<file path="src/core/nfps_consts.svh">
`ifndef NFPS_CONSTS_SVH
`define NFPS_CONSTS_SVH

`define NFPS_CLK_MHZ       100
`define NFPS_STROBE_NS     50
`define NFPS_STROBE_CYC    ((`NFPS_STROBE_NS * `NFPS_CLK_MHZ + 999) / 1000)
`define NFPS_SETUP_CYC     2
`define NFPS_SYNC_LAT      2
`define NFPS_WB_NS         100
`define NFPS_WB_CYC        ((`NFPS_WB_NS * `NFPS_CLK_MHZ + 999) / 1000)
`define NFPS_RST_HOLD_MS   10
`define NFPS_RST_HOLD_CYC  (`NFPS_RST_HOLD_MS * 1000 * 1000 * `NFPS_CLK_MHZ / 1000)
`define NFPS_CMD_READ      8'h00
`define NFPS_CMD_CONFIRM   8'h30
`define NFPS_CFG_ADDR      8'h00
`define NFPS_CFG_SIG       8'hA5
`define NFPS_BOOT_STEPS    4'hA
`define NFPS_DEF_VENDOR    16'h1234
`define NFPS_DEF_PRODUCT   16'h5678
`define NFPS_DEF_WP_CAP    1'h1
`define NFPS_FLAG_WP_BIT   0
`define NFPS_DATA_W        8
`define NFPS_FIFO_DEPTH    32

`endif

</file>
<file path="src/core/nfps_pkg.sv">
package nfps_pkg;

	typedef enum logic [1:0] {
		NFPS_OP_CMD,
		NFPS_OP_ADDR,
		NFPS_OP_WRITE,
		NFPS_OP_READ
	} nfps_op_type;

	typedef struct packed {
		nfps_op_type op;
		logic [2:0]  chip;
		logic        cfg_area;
		logic [7:0]  data;
	} nfps_req_type;

	typedef enum logic [1:0] {
		NFPS_SPD_LOW,
		NFPS_SPD_FULL,
		NFPS_SPD_HIGH
	} nfps_speed_type;

	typedef struct packed {
		logic [15:0] vendor;
		logic [15:0] product;
		logic        wp_capable;
	} nfps_cfg_type;

	typedef struct packed {
		logic       cle;
		logic       ale;
		logic       we_n;
		logic [1:0] flash_read_strobe_n;
		logic [7:0] ce_n;
		logic [7:0] dq_out;
		logic       dq_oe_n;
	} nfps_pins_type;

endpackage

</file>
<file path="src/core/nfps_top.sv">
// How it works
// - command, address and data bytes share one 8-bit two-way bus
// - low ready/busy of the selected flash holds off the next operation
// - write strobe pulses low; flash latches the byte on its rising edge
// - one of two read strobes pulses low; flash presents next byte
// - command latch strobe high while the bus carries a command
// - address latch strobe high while the bus carries an address
// - data activity indicator driven low during host transfers after initialisation, else high impedance
// - chip active indicator driven low only once initialised
// - switch low: report protection, drive flash protect, refuse config writes
// - flash protect waits until pending transfers and operations finish
// - eight active-low chip selects pick the addressed flash
// - reset pin held low 10 ms restarts the startup sequence
// - link runs at full or high speed, never low speed
// - valid stored configuration loads descriptors and selects normal mode
// - missing flash or bad configuration selects defaults and manufacturing mode
// - ordinary host flash access only in normal mode
// - manufacturing mode still allows configuration area programming and tests
// - keeps vendor, product and write protection capability items
// - all timing derives from one reference clock
`include "nfps_consts.svh"

module nfps_top import nfps_pkg::*; #(
	parameter int RST_HOLD_CYC = `NFPS_RST_HOLD_CYC
) (
	input  wire logic           clk_sys,
	input  wire logic           rst,
	input  wire logic           reset_in_n,
	input  wire nfps_req_type   req,
	input  wire logic           req_valid,
	output logic                req_ready,
	output logic                req_refused,
	output logic          [7:0] rd_data,
	output logic                rd_valid,
	input  wire logic           rd_ready,
	output nfps_pins_type       flash_pins,
	input  wire logic     [7:0] flash_dq_in,
	input  wire logic     [1:0] flash_ready_busy_n,
	input  wire logic           write_protect_switch_n,
	output logic                flash_write_protect_out_n,
	output logic                flash_write_protect_oe_n,
	output logic                data_activity_indicator_n,
	output logic                data_activity_oe_n,
	output logic                chip_active_indicator_n,
	output logic                chip_active_oe_n,
	input  wire nfps_speed_type speed_req,
	output nfps_speed_type      speed_grant,
	output logic                normal_mode,
	output logic                init_done,
	output logic                media_write_protected,
	output nfps_cfg_type        cfg
);
	typedef enum {ENG_IDLE, ENG_SETUP, ENG_STROBE, ENG_HOLD} nfps_eng_type;

	function automatic logic [7:0] nfps_chip_onehot(input logic [2:0] chip);
		return 8'(8'h01 << chip);
	endfunction

	function automatic logic [3:0] nfps_strobe_len(input nfps_op_type op);
		// read stays low long enough for the pin data to cross the synchroniser
		if (op == NFPS_OP_READ) begin
			return 4'(`NFPS_STROBE_CYC + `NFPS_SYNC_LAT + 1);
		end
		return 4'(`NFPS_STROBE_CYC);
	endfunction

	function automatic nfps_req_type nfps_boot_req(input logic [3:0] step);
		nfps_req_type r;
		r.op       = NFPS_OP_READ;
		r.chip     = 3'h0;
		r.cfg_area = 1'b1;
		r.data     = `NFPS_CFG_ADDR;
		if (step == 4'h0) begin
			r.op   = NFPS_OP_CMD;
			r.data = `NFPS_CMD_READ;
		end else if (step < 4'h3) begin
			r.op = NFPS_OP_ADDR;
		end else if (step == 4'h3) begin
			r.op   = NFPS_OP_CMD;
			r.data = `NFPS_CMD_CONFIRM;
		end
		return r;
	endfunction

	logic         [7:0]  dq_s;
	logic         [1:0]  rb_s;
	logic                write_protect_switch_n_s;
	logic                reset_in_s;
	logic         [19:0] rst_cnt_r;
	logic                pin_rst_r;
	nfps_eng_type        state_r;
	nfps_req_type        op_r;
	logic         [3:0]  cnt_r;
	logic         [3:0]  gap_r;
	logic         [3:0]  boot_step_r;
	logic         [47:0] boot_bytes_r;
	logic                sel_r;
	logic                init_done_r;
	logic                normal_r;
	nfps_cfg_type        cfg_r;
	logic                refused_r;
	logic                xfer_busy_r;
	logic                flash_write_protect_out_n_r;
	nfps_speed_type      speed_r;
	nfps_pins_type       pins_r;
	nfps_pins_type       pins_nxt;
	logic                fifo_in_ready;

	nfps_sync #(.W(12)) u_sync (
		.clk_sys (clk_sys),
		.rst     (rst),
		.din     ({reset_in_n, write_protect_switch_n, flash_ready_busy_n, flash_dq_in}),
		.dout    ({reset_in_s, write_protect_switch_n_s, rb_s, dq_s})
	);

	wire          core_rst   = rst | pin_rst_r;
	wire nfps_req_type cur_req = init_done_r ? req : nfps_boot_req(boot_step_r);
	wire          cur_read   = cur_req.op == NFPS_OP_READ;
	wire          eng_free   = (state_r == ENG_IDLE) & (gap_r == 4'h0);
	wire          rb_ok      = rb_s[cur_req.chip[2]];
	wire          wp_active  = ~write_protect_switch_n_s & cfg_r.wp_capable;
	wire          mode_ok    = normal_r | req.cfg_area;
	wire          cfg_wr_blk = wp_active & req.cfg_area & (req.op == NFPS_OP_WRITE);
	wire          refuse     = ~mode_ok | cfg_wr_blk;
	wire          fifo_ok    = ~cur_read | fifo_in_ready | ~init_done_r;
	wire          can_run    = eng_free & rb_ok & fifo_ok;
	wire          boot_go    = ~init_done_r & (boot_step_r != `NFPS_BOOT_STEPS) & can_run;
	wire          host_go    = req_valid & req_ready & ~refuse;
	wire          start      = boot_go | host_go;
	wire          op_active  = state_r != ENG_IDLE;
	wire          op_is_rd   = op_r.op == NFPS_OP_READ;
	wire          capture    = (state_r == ENG_STROBE) & (cnt_r == 4'h1) & op_is_rd;
	wire          boot_done  = ~init_done_r & (boot_step_r == `NFPS_BOOT_STEPS) & eng_free;
	wire          sig_ok     = boot_bytes_r[47:40] == `NFPS_CFG_SIG;
	wire          xfer_busy  = op_active | req_valid | rd_valid | (gap_r != 4'h0);

	assign req_ready = init_done_r & (refuse | can_run);

	// pins are decoded from state and registered so the strobes never glitch
	always_comb begin
		pins_nxt.ce_n    = sel_r ? ~nfps_chip_onehot(op_r.chip) : 8'hFF;
		pins_nxt.cle     = op_active & (op_r.op == NFPS_OP_CMD);
		pins_nxt.ale     = op_active & (op_r.op == NFPS_OP_ADDR);
		pins_nxt.we_n    = ~((state_r == ENG_STROBE) & ~op_is_rd);
		pins_nxt.flash_read_strobe_n = 2'h3;
		if ((state_r == ENG_STROBE) & op_is_rd) begin
			pins_nxt.flash_read_strobe_n = op_r.chip[2] ? 2'h1 : 2'h2;
		end
		pins_nxt.dq_out  = op_r.data;
		pins_nxt.dq_oe_n = ~(op_active & ~op_is_rd);
	end

	always_ff @(posedge clk_sys) begin
		if (rst) begin
			rst_cnt_r <= 20'h0;
			pin_rst_r <= 1'b0;
		end else if (reset_in_s) begin
			rst_cnt_r <= 20'h0;
			pin_rst_r <= 1'b0;
		end else if (rst_cnt_r == 20'(RST_HOLD_CYC)) begin
			pin_rst_r <= 1'b1;
		end else begin
			rst_cnt_r <= rst_cnt_r + 20'h1;
		end
	end

	always_ff @(posedge clk_sys) begin
		if (core_rst) begin
			state_r <= ENG_IDLE;
			op_r    <= '0;
			cnt_r   <= 4'h0;
			gap_r   <= 4'h0;
			sel_r   <= 1'b0;
		end else begin
			unique case (state_r)
				ENG_IDLE: begin
					if (gap_r != 4'h0) begin
						gap_r <= gap_r - 4'h1;
					end
					if (start) begin
						state_r <= ENG_SETUP;
						op_r    <= cur_req;
						cnt_r   <= 4'(`NFPS_SETUP_CYC);
						sel_r   <= 1'b1;
					end
				end
				ENG_SETUP: begin
					cnt_r <= cnt_r - 4'h1;
					if (cnt_r == 4'h1) begin
						state_r <= ENG_STROBE;
						cnt_r   <= nfps_strobe_len(op_r.op);
					end
				end
				ENG_STROBE: begin
					cnt_r <= cnt_r - 4'h1;
					if (cnt_r == 4'h1) begin
						state_r <= ENG_HOLD;
					end
				end
				ENG_HOLD: begin
					state_r <= ENG_IDLE;
					// busy only shows on the synchronised line after a command
					gap_r   <= (op_r.op == NFPS_OP_CMD) ? 4'(`NFPS_WB_CYC) : 4'h0;
				end
			endcase
		end
	end

	always_ff @(posedge clk_sys) begin
		if (core_rst) begin
			boot_step_r  <= 4'h0;
			boot_bytes_r <= 48'h0;
			init_done_r  <= 1'b0;
			normal_r     <= 1'b0;
			cfg_r        <= '0;
		end else begin
			if (boot_go) begin
				boot_step_r <= boot_step_r + 4'h1;
			end
			if (capture & ~init_done_r) begin
				boot_bytes_r <= {boot_bytes_r[39:0], dq_s};
			end
			if (boot_done) begin
				init_done_r <= 1'b1;
				normal_r    <= sig_ok;
				if (sig_ok) begin
					cfg_r.vendor     <= boot_bytes_r[39:24];
					cfg_r.product    <= boot_bytes_r[23:8];
					cfg_r.wp_capable <= boot_bytes_r[`NFPS_FLAG_WP_BIT];
				end else begin
					cfg_r.vendor     <= `NFPS_DEF_VENDOR;
					cfg_r.product    <= `NFPS_DEF_PRODUCT;
					cfg_r.wp_capable <= `NFPS_DEF_WP_CAP;
				end
			end
		end
	end

	always_ff @(posedge clk_sys) begin
		if (core_rst) begin
			pins_r      <= '{cle: 1'b0, ale: 1'b0, we_n: 1'b1, flash_read_strobe_n: 2'h3,
				ce_n: 8'hFF, dq_out: 8'h00, dq_oe_n: 1'b1};
			refused_r   <= 1'b0;
			xfer_busy_r <= 1'b0;
			flash_write_protect_out_n_r     <= 1'b0;
			speed_r     <= NFPS_SPD_FULL;
		end else begin
			pins_r      <= pins_nxt;
			refused_r   <= req_valid & req_ready & refuse;
			xfer_busy_r <= init_done_r & xfer_busy;
			if (~wp_active) begin
				flash_write_protect_out_n_r <= 1'b0;
			end else if (~xfer_busy) begin
				flash_write_protect_out_n_r <= 1'b1;
			end
			// low speed requests fall back to full speed
			speed_r     <= (speed_req == NFPS_SPD_HIGH) ? NFPS_SPD_HIGH : NFPS_SPD_FULL;
		end
	end

	nfps_fifo #(.W(`NFPS_DATA_W), .D(`NFPS_FIFO_DEPTH)) u_fifo (
		.clk_sys   (clk_sys),
		.rst       (core_rst),
		.in_valid  (capture & init_done_r),
		.in_ready  (fifo_in_ready),
		.in_data   (dq_s),
		.out_valid (rd_valid),
		.out_ready (rd_ready),
		.out_data  (rd_data)
	);

	assign flash_pins                = pins_r;
	assign req_refused               = refused_r;
	assign flash_write_protect_out_n = ~flash_write_protect_out_n_r;
	assign flash_write_protect_oe_n  = ~init_done_r;
	assign data_activity_indicator_n = 1'b0;
	assign data_activity_oe_n        = ~xfer_busy_r;
	assign chip_active_indicator_n   = 1'b0;
	assign chip_active_oe_n          = ~init_done_r;
	assign speed_grant               = speed_r;
	assign normal_mode               = normal_r;
	assign init_done                 = init_done_r;
	assign media_write_protected     = wp_active;
	assign cfg                       = cfg_r;
endmodule

</file>
<file path="src/core/nfps_sync.sv">
module nfps_sync #(
	parameter int W = 1
) (
	input  wire logic         clk_sys,
	input  wire logic         rst,
	input  wire logic [W-1:0] din,
	output logic      [W-1:0] dout
);
	logic [W-1:0] meta_r;

	// meta_r is read by dout only
	always_ff @(posedge clk_sys) begin
		if (rst) begin
			meta_r <= '1;
			dout   <= '1;
		end else begin
			meta_r <= din;
			dout   <= meta_r;
		end
	end
endmodule

</file>
<file path="src/core/nfps_fifo.sv">
module nfps_fifo #(
	parameter int W = 8,
	parameter int D = 32
) (
	input  wire logic         clk_sys,
	input  wire logic         rst,
	input  wire logic         in_valid,
	output logic              in_ready,
	input  wire logic [W-1:0] in_data,
	output logic              out_valid,
	input  wire logic         out_ready,
	output logic      [W-1:0] out_data
);
	localparam int AW = $clog2(D);

	logic [W-1:0] mem [D];
	logic [AW:0]  wr_r;
	logic [AW:0]  rd_r;
	wire          push = in_valid & in_ready;
	wire          pop  = out_valid & out_ready;

	assign in_ready  = (wr_r[AW-1:0] != rd_r[AW-1:0]) | (wr_r[AW] == rd_r[AW]);
	assign out_valid = wr_r != rd_r;
	assign out_data  = mem[rd_r[AW-1:0]];

	always_ff @(posedge clk_sys) begin
		if (push) begin
			mem[wr_r[AW-1:0]] <= in_data;
		end
	end

	always_ff @(posedge clk_sys) begin
		if (rst) begin
			wr_r <= '0;
			rd_r <= '0;
		end else begin
			wr_r <= wr_r + (AW+1)'(push);
			rd_r <= rd_r + (AW+1)'(pop);
		end
	end
endmodule

</file>
<file path="config.mk">
export PLATFORM = sky130hd
export DESIGN_NAME = nfps_top
export DESIGN_NICKNAME = d
export VERILOG_FILES = /design/src/core/nfps_pkg.sv /design/src/core/nfps_top.sv /design/src/core/nfps_sync.sv /design/src/core/nfps_fifo.sv
export VERILOG_INCLUDE_DIRS = /design/src /design/src/core
export SDC_FILE = /design/constraint.sdc
export NUM_CORES = 1
export LEC_CHECK = 0
export BUFFER_PORTS_ARGS = -buffer_cell sky130_fd_sc_hd__buf_2
export CORE_ASPECT_RATIO = 1.75
export CORE_MARGIN = 5
export CORE_UTILIZATION = 45
export DETAILED_ROUTE_END_ITERATION = 12
export PLACE_DENSITY = 0.72
export SETUP_SLACK_MARGIN = 0.15
export SLEW_MARGIN = 10
export SYNTH_ARGS = -nofsm -noshare
export SYNTH_HDL_FRONTEND = slang
export SYNTH_HIERARCHICAL = 1
export SYNTH_SLANG_ARGS = --single-unit
</file>
<file path="constraint.sdc">
create_clock -name clk_sys -period 3.2 [get_ports clk_sys]
set_input_delay 0.32 -clock clk_sys [delete_from_list [all_inputs] [get_ports clk_sys]]
set_output_delay 0.32 -clock clk_sys [all_outputs]
set_load 0.05 [all_outputs]
</file>
==> results.json, run 1 <==
{
  "status": "complete, no violations",
  "rsz0062_at_grt": "yes",
  "finalSetupViolations": 0,
  "synth-edff-count": 256,
  "slew_viol_final": 0,
  "irDropWorstVdd_uv": 546,
  "start_util": 0.455,
  "ys_ff_latch": 451,
  "io_buffers": 106,
  "grt_pass1_vias": 11300,
  "hold_path_depth": 3,
  "period_minus_slack_ns": 3.00,
  "grt_overflow": 0,
  "ant_nets": 0,
  "p_sw_mw": 2.92,
  "clockBufferDepth": 3,
  "wl_um": 41500,
  "p_per_area_mw_per_mm2": 605,
  "via_per_inst": 5.55,
  "syn_to_final_growth_pct": 17.1,
  "arrival_ns": 2.68,
  "gp_congestion": 0.830,
  "syn_area_per_cell_um2": 13.6,
  "cts_buffers": 40,
  "htreeDepth": 2,
  "nNetsFinal": 1492,
  "wire_per_inst_um": 21.2,
  "num_rows": 95,
  "switching_share": 0.236,
  "fp.dieW_um": 159,
  "grt_pass1_wl_um": 64200,
  "clk_pin_slew_ns": 0.06,
  "grt_max_degree": 105,
  "dp_slack_ns": 0.417,
  "dr.pass1.iters": 5,
  "drive_above_1_share": 0.228,
  "holdPathEnd": "op_r[6]$_SDFFE_PP0P_",
  "setup_tns_ns": 0,
  "crit_required_ns": 2.88,
  "seqCellArea_mm2": 0.0116,
  "die_h_um": 271,
  "coreArea_mm2": 0.0384,
  "drc": 0,
  "min_path_type": "input pin to flip-flop",
  "synth_ff_type": "edfxtp_1",
  "worstHoldStart": "req[6]",
  "worstSkewPairLatency_ns": 0.55,
  "clock_sinks": 451,
  "reg2reg_depth": 8,
  "drtIter0Drc": 606,
  "skew_ns": 0.0219,
  "synth_top_area_frac": 0.440,
  "worst_setup_path_start_kind": "flip-flop",
  "crit_fanout": 8,
  "grt.total_usage": 0.188,
  "yosysWarnings": 6,
  "p_seq_frac": 0.510,
  "dp_hpwl_um": 27600,
  "pwr-share-clk": 0.404,
  "boundaryPins": 109,
  "hold_viol_final": 0,
  "intPower_mw": 9.46,
  "async_reset_ff_frac": 0,
  "r2r_slack_ns": 0.54,
  "leakage_nw": 6.98,
  "synth_common_cells": "256 x edfxtp_1, 195 x dfxtp_1, 141 x nand2_1, 81 x a21oi_1, 76 x nor2_1",
  "postSynthCellCount": 1284,
  "cts_tree": "yes",
  "maxCapViolations": 0,
  "worst_pin_slew_ns": 1.21,
  "clockRootBuffer": "clkbuf_16",
  "critPathKind": "flip-flop to primary output",
  "yosysSeqAreaShare": 0.663,
  "yosys.cell_count.top_type": "edfxtp_1",
  "grt_antenna_before_repair": 2,
  "r2r-end": "u_fifo/mem[24][2]$_DFFE_PP_",
  "vias": 10900,
  "netlist_area_mm2": 0.0175,
  "multi_input_area_mm2": 0.00548,
  "fill_cells": 3125,
  "pwr-share-comb": 0.086,
  "timing.final.crit_share": 0.938,
  "fmax_mhz": 333,
  "rr_startpoint": "cnt_r[0]$_SDFFE_PP0P_",
  "ys_types": 73,
  "end_kind": "primary output",
  "setup_slack_ns": 0.199,
  "dieArea_mm2": 0.0431,
  "slew_headroom": 0.195,
  "synth_top_area_cell": "edfxtp_1",
  "synth_area_leaders": "edfxtp_1 44%, dfxtp_1 22%, mux4_2 5.3%, nand2_1 3.0%, mux2i_1 2.3%"
}
==> metal layers <==
layer	vias to the layer above	GRT usage	wire length (µm)
met5	-	0	0
met1	5427	0.198	14600
li1	5069	-	-
met3	95	0.0268	1680
met4	0	0.100	2260
met2	283	0.356	22900
==> critical path, cell delays in order, from the launching register on <==
cell       delay [ns]
dfxtp_4          0.44
buf_12           0.15
mux4_1           0.61
a22o_1           0.29
a2111oi_4        0.35
a21oi_1          0.10
buf_4            0.21
==> registers in the layout (all words and copies together) (netlist names), 6 cells and up <==
signal         flops
boot_bytes_r      48
cfg               33
flash_pins        22
op_r              13
rst_cnt_r         20
u_fifo/mem       256
u_fifo/rd_r        6
u_fifo/wr_r        6
u_sync/dout       12
u_sync/meta_r     12
==> how the worst max path moves through the flow <==
stage,start,to
after floorplan,init_done$_SDFFE_PP0P_,u_fifo/mem[11][0]$_DFFE_PP_
after global placement,u_fifo/rd_r[0]$_SDFF_PP0_,rd_data[7]
after detailed placement,u_fifo/rd_r[0]$_SDFF_PP0_,rd_data[7]
after CTS,u_fifo/rd_r[0]$_SDFF_PP0_,rd_data[7]
after global routing,u_fifo/rd_r[0]$_SDFF_PP0_,rd_data[4]
final,u_fifo/rd_r[0]$_SDFF_PP0_,rd_data[4]
==> power groups by stage <==
stage | Clock, mW | Sequential, mW | Combinational, mW
2_1_floorplan | 0 | 6.50 | 0.728
3_3_place_gp | 0 | 6.43 | 1.02
3_5_place_dp | 0 | 6.44 | 1.05
4_1_cts | 5.12 | 6.31 | 1.07
5_1_grt | 5.35 | 6.32 | 1.18
6_report | 5.00 | 6.31 | 1.07
==> cells by family (layout without fill, tap and decap cells) <==
kind of cell	Yosys count	count (layout)	synth area share
flip-flops	451	451	0.663
AO/OA/AOI/OAI	186	186	0.0736
XOR/XNOR	33	33	0.0165
buffers and inverters	100	289	0.0311
multiplexers	89	89	0.0859
AND/OR/NAND/NOR	406	406	0.117
adder cells (fa/ha/maj)	18	18	0.0129
other	1	3	0.000214
==> cell type report <==
cell class	count	area share
Inverter	21	0.00391
Clock buffer	55	0.0577
Clock inverter	19	0.0104
Timing Repair Buffer	194	0.0643
Antenna cell	1	0.000122
Sequential cell	451	0.567
Multi-Input combinational cell	734	0.267
Tap cell	485	0.0296
==> stage by stage <==
stage	hold WS, ns	util	total power, mW	area (µm²)	instances
finish	0.0357	0.533	12.4	20500	1960
global route	0.0312	0.533	12.9	20500	1959
CTS	0.00763	0.531	12.5	20400	1957
detailed placement	0.389	0.487	7.49	18700	1860
global placement	0.385	0.487	7.45	18700	1860
floorplan	0.383	-	7.22	17500	1285
==> cells in the final DEF (no fill, tap or decap), drive strengths merged, types with 30 or more instances in the layout <==
master  instances
nand3          30
nand2         141
dfxtp         195
nor2           78
mux4           47
nor3           45
edfxtp        256
a21oi          81
buf           174
clkbuf         56
mux2i          41
==> timing repair <==
| item | CTS | global route |
|---|---|---|
| pin swaps | 1 | 1 |
| setup buffers | 4 | 1 |
| gates cloned | 0 | 1 |
| endpoints found under the setup margin | 8 | 9 |
| hold endpoints to repair | 19 | 0 |
| gates resized for setup | 11 | 16 |
| hold buffers | 19 | 0 |
No activity file was read; power rests on OpenSTA's default activity.
==> inputs of run 2 (changes only) <==
- CTS_BUF_LIST: not set -> sky130_fd_sc_hd__clkbuf_4
==> run 2 against run 1 <==
Global-route usage up 0.46 points. Clock power is 16% lower. Combinational power grew 6%. Fmax down 4.9%. Utilization grew 1.1 points. Setup slack worse by 0.16 ns. Flip-flop and latch count unchanged. Die area stayed put. Power fell by 5.8%. Largest power group unchanged. Hold slack better by 0.26 ns.
==> results.json, run 2 (synthesized netlist as in run 1, its figures left out) <==
{
  "fin_util": 0.545,
  "path_buf_inv": 3,
  "crit_required_ns": 2.88,
  "status": "complete, no violations",
  "syn_to_final_growth_pct": 19.6,
  "irDropWorstVdd_uv": 317,
  "finalPower_mw": 11.7,
  "crit_family": "compound AO/OA/AOI/OAI gates",
  "period_minus_slack_ns": 3.16,
  "skew_ns": 0.0863,
  "crit_path_frequent_cell": "buf_12",
  "grt_max_degree": 105,
  "hold_viol_final": 0,
  "holdPathEnd": "speed_grant[0]$_SDFF_PP1_",
  "die_h_um": 271,
  "clockRootBuffer": "clkbuf_4",
  "p_per_area_mw_per_mm2": 557,
  "rsz0062_at_grt": "yes",
  "io_buffers": 106,
  "slew_headroom": 0.174,
  "worst_pin_slew_ns": 1.24,
  "cts_tree": "yes",
  "final_cell_mix": "256 x edfxtp_1, 184 x dfxtp_1, 144 x clkbuf_4, 141 x nand2_1, 97 x buf_2",
  "clock_sinks": 451,
  "ant_nets": 0,
  "r2r_slack_ns": 0.57,
  "fmax_mhz": 317,
  "boundaryPins": 109,
  "finalSetupViolations": 0,
  "drtIter0Drc": 688,
  "wl_um": 42100,
  "placed_cells": 1860,
  "grt_antenna_before_repair": 2,
  "maxCapViolations": 0,
  "wire_per_inst_um": 20.1,
  "worstSkewPairLatency_ns": 0.83,
  "timing.final.crit_share": 0.987,
  "num_rows": 95,
  "grt_pass1_wl_um": 65300,
  "htreeDepth": 3,
  "cp_slowest_cell": "mux4_2",
  "via_per_inst": 5.50,
  "largest_register_ffs": 256,
  "coreArea_mm2": 0.0384,
  "grt_pass1_vias": 12000,
  "end_kind": "primary output",
  "dp_hpwl_um": 27600,
  "arrival_ns": 2.84,
  "hold_path_depth": 3,
  "clk_pin_slew_ns": 0.07,
  "start_util": 0.455,
  "slew_viol_final": 0,
  "dieArea_mm2": 0.0431,
  "dr.pass1.iters": 4,
  "drc": 0,
  "drive_above_1_share": 0.294,
  "leakage_nw": 7.24,
  "crit_fanout": 5,
  "dp_slack_ns": 0.417,
  "gp_congestion": 0.830,
  "grt_overflow": 0,
  "worst_setup_path_start_kind": "flip-flop",
  "cp_cell_sequence": "buf_12 -> buf_12 -> mux4_2 -> a22o_1 -> a2111oi_4 -> a21oi_2 -> buf_6",
  "reg2reg_depth": 7,
  "final_cells": 2095,
  "cts_buffers": 96,
  "nNetsFinal": 1585,
  "min_path_type": "input pin to flip-flop",
  "layout_commonest_cell": "edfxtp_1",
  "vias": 11500,
  "max_stage_delay_ns": 0.53,
  "grt.total_usage": 0.193,
  "clockBufferDepth": 3,
  "worstHoldStart": "speed_req[1]",
  "fp.dieW_um": 159,
  "rr_startpoint": "cnt_r[0]$_SDFFE_PP0P_",
  "critPathKind": "flip-flop to primary output",
  "setup_slack_ns": 0.0427,
  "r2r-end": "u_fifo/mem[9][0]$_DFFE_PP_"
}
-- run 2: metal layers --
metal / part of all wire / global-route usage / wire length (µm) / up-vias
met4: 0.056 / 0.116 / 2370 / 0
met3: 0.051 / 0.0387 / 2140 / 110
li1: - / - / - / 5319
met5: 0 / 0 / 0 / -
met2: 0.55 / 0.363 / 23300 / 402
met1: 0.34 / 0.192 / 14300 / 5693
-- run 2: worst max path at each step --
stage                                         start  cells after the start                           to
after floorplan              init_done$_SDFFE_PP0P_                      7  u_fifo/mem[11][0]$_DFFE_PP_
after global placement    u_fifo/rd_r[0]$_SDFF_PP0_                      5                   rd_data[7]
after detailed placement  u_fifo/rd_r[0]$_SDFF_PP0_                      5                   rd_data[7]
after CTS                 u_fifo/rd_r[0]$_SDFF_PP0_                      6                   rd_data[2]
after global routing      u_fifo/rd_r[0]$_SDFF_PP0_                      7                   rd_data[4]
final                     u_fifo/rd_r[0]$_SDFF_PP0_                      7                   rd_data[4]
-- run 2: layout make-up --
type                    count  area [µm²]
clock inverters            27         140
multi-input cells         734        5600
inverters                  21        80.1
clock buffers             144        1080
diodes                      2        5.00
well taps                 485         607
fillers                  3121       17500
repair buffers            231        1800
flip-flops and latches    451       11600
-- run 2: worst min-delay path, delay by kind of cell --
family | cells | cell delay, ns
buffers and inverters | 2 | 0.65
AND/OR/NAND/NOR | 1 | 0.06
-- run 2: stage by stage --
step	instance area [µm²]	hold slack, ns	TNS, ns
4_1_cts	20800	0.212	-0.159
3_5_place_dp	18700	0.389	0
3_3_place_gp	18700	0.385	0
2_1_floorplan	17500	0.383	0
6_report	20900	0.296	0
5_1_grt	20900	0.255	-0.158
-- run 2: power breakdown --
part | internal, mW | switching [mW]
clock network | 2.08 | 2.13
registers | 6.20 | 0.107
logic | 0.428 | 0.703
-- run 2: repair_timing --
| item | in CTS | in global routing |
|---|---|---|
| gates resized for setup | 70 | 22 |
| hold buffers | 43 | 0 |
| cloned | 1 | 1 |
| endpoints found under the hold margin | 40 | 0 |
| setup buffers | 16 | 1 |
| endpoints found under the setup margin | 9 | 9 |
| pin swaps | 15 | 13 |
==> inputs of run 3 (changes only) <==
- MAX_ROUTING_LAYER: not set -> met4
- SETUP_SLACK_MARGIN: 0.15 -> not set
==> run 3 against run 2 <==
The run now ends with setup timing left. Via count grew 0.13%. Clock power barely moved. Flip-flop and latch count did not move. Fmax is 2.3% lower. Die area stayed put. Cell area about the same. Wire length grew 0.21%. Utilization about the same. Non-clock buffer count rose by 4. Global-route usage up 0.55 points. Largest cell class unchanged. Highest routed layer unchanged.
==> results.json, run 3 (synthesized netlist as in run 1, its figures left out) <==
{
  "status": "finished with violations",
  "violations": "setup timing",
  "irDropWorstVdd_uv": 317,
  "slew_headroom": 0.178,
  "clockBufferDepth": 3,
  "num_rows": 95,
  "drive_above_1_share": 0.292,
  "ant_nets": 0,
  "placed_area_mm2": 0.0187,
  "final_cell_mix": "256 x edfxtp_1, 185 x dfxtp_1, 144 x clkbuf_4, 141 x nand2_1, 97 x buf_2",
  "period_minus_slack_ns": 3.23,
  "cts_tree": "yes",
  "clk_pin_slew_ns": 0.07,
  "crit_required_ns": 2.88,
  "drc": 0,
  "worst_pin_slew_ns": 1.23,
  "wire_per_inst_um": 20.1,
  "p_sw_mw": 2.94,
  "end_kind": "primary output",
  "clock_sinks": 451,
  "setup_slack_ns": -0.0331,
  "grt.total_usage": 0.198,
  "grt_pass1_wl_um": 65300,
  "dieArea_mm2": 0.0431,
  "hold_viol_final": 0,
  "maxCapViolations": 0,
  "largest_register_ffs": 256,
  "fmax_mhz": 309,
  "crit_end": "rd_data[2]",
  "drtIter0Drc": 678,
  "slew_viol_final": 0,
  "htreeDepth": 3,
  "worst_setup_path_start_kind": "flip-flop",
  "die_h_um": 271,
  "grt_pass1_vias": 12000,
  "wl_um": 42200,
  "r2r-end": "u_fifo/mem[7][0]$_DFFE_PP_",
  "leakage_nw": 7.26,
  "cts_buffers": 96,
  "grt_max_degree": 105,
  "via_per_inst": 5.49,
  "rr_startpoint": "cnt_r[0]$_SDFFE_PP0P_",
  "reg2reg_depth": 8,
  "boundaryPins": 109,
  "crit_path_start": "u_fifo/rd_r[0]$_SDFF_PP0_",
  "start_util": 0.455,
  "min_path_type": "input pin to flip-flop",
  "pwr-share-clk": 0.362,
  "grt_overflow": 0,
  "gp_congestion": 0.843,
  "placed_cells": 1860,
  "arrival_ns": 2.91,
  "fp.dieW_um": 159,
  "finalSetupViolations": 2,
  "fill_cells": 3118,
  "intPower_mw": 8.71,
  "r2r_slack_ns": 0.59,
  "timing.final.crit_share": 1.01,
  "pwr-share-comb": 0.097,
  "layout_commonest_cell": "edfxtp_1",
  "final_cells": 2100,
  "syn_to_final_growth_pct": 19.6,
  "rsz0062_at_grt": "yes",
  "io_buffers": 106,
  "crit_fanout": 6,
  "dr.pass1.iters": 5,
  "worstSkewPairLatency_ns": 0.83,
  "vias": 11500,
  "skew_ns": 0.0729,
  "nNetsFinal": 1589,
  "coreArea_mm2": 0.0384,
  "switching_share": 0.253,
  "dp_hpwl_um": 27600,
  "p_per_area_mw_per_mm2": 557,
  "fin_area_mm2": 0.0209,
  "critPathKind": "flip-flop to primary output",
  "clockRootBuffer": "clkbuf_4",
  "p_seq_frac": 0.541,
  "grt_antenna_before_repair": 2
}
==> run 3: layer usage <==
| layer | routed length, µm | part of all wire | GRT usage | up-vias |
|---|---|---|---|---|
| met3 | 2160 | 0.051 | 0.0385 | 119 |
| met2 | 23300 | 0.55 | 0.361 | 399 |
| met5 | 0 | 0 | - | - |
| met4 | 2350 | 0.056 | 0.116 | 0 |
| met1 | 14400 | 0.34 | 0.193 | 5687 |
| li1 | - | - | - | 5334 |
==> run 3: critical path, cell delays in order, from the launching register on <==
cell and delay (ns):
dfxtp_4 0.43, buf_6 0.14, mux4_2 0.57, a22o_4 0.26, a2111oi_4 0.45, a21oi_2 0.09, buf_6 0.17
==> run 3: through the flow <==
step | hold WS [ns] | setup slack (ns) | setup TNS [ns] | utilization | total power [mW]
final | 0.294 | -0.0331 | -0.0379 | 0.545 | 11.7
after global routing | 0.252 | -0.148 | -0.596 | 0.545 | 12.2
after CTS | 0.212 | -0.0707 | -0.159 | 0.539 | 11.8
after detailed placement | 0.389 | 0.417 | 0 | 0.487 | 7.49
after global placement | 0.385 | 0.443 | 0 | 0.487 | 7.45
after floorplan | 0.383 | 0.134 | 0 | - | 7.22
==> run 3: power by group through the flow <==
stage	clock network, mW	logic, mW	registers (mW)
after global placement	0	1.02	6.43
after floorplan	0	0.728	6.50
after detailed placement	0	1.05	6.44
after CTS	4.36	1.10	6.31
final	4.22	1.13	6.31
after global routing	4.68	1.24	6.32
==> run 3: worst min path at each step <==
stage	endpoint	start	cells after the start
after floorplan	u_sync/dout[0]$_SDFF_PP1_	u_sync/meta_r[0]$_SDFF_PP1_	1
after global placement	u_sync/dout[3]$_SDFF_PP1_	u_sync/meta_r[3]$_SDFF_PP1_	1
after detailed placement	u_sync/dout[7]$_SDFF_PP1_	u_sync/meta_r[7]$_SDFF_PP1_	1
after CTS	speed_grant[0]$_SDFF_PP1_	speed_req[1]	3
after global routing	speed_grant[0]$_SDFF_PP1_	speed_req[1]	3
final	speed_grant[0]$_SDFF_PP1_	speed_req[1]	3
==> run 3: final cells by class <==
| cell class | count | area, µm² | area share |
|---|---|---|---|
| inverter | 21 | 80.1 | 0.00383 |
| clock buffer | 144 | 1080 | 0.0517 |
| timing repair buffer | 235 | 1810 | 0.0865 |
| sequential | 451 | 11600 | 0.555 |
| clock inverter | 27 | 140 | 0.00670 |
| antenna | 3 | 7.51 | 0.000359 |
| tap | 485 | 607 | 0.0290 |
| multi-input combinational | 734 | 5570 | 0.267 |
==> run 3: repair_timing <==
action                                  in CTS  in global routing
gates cloned                                 1                  1
hold buffers                                43                  0
buffers inserted                            13                  9
gates resized for setup                     51                 32
endpoints found under the setup margin       9                  9
pin swaps                                   11                 12
hold endpoints to repair                    40                  0
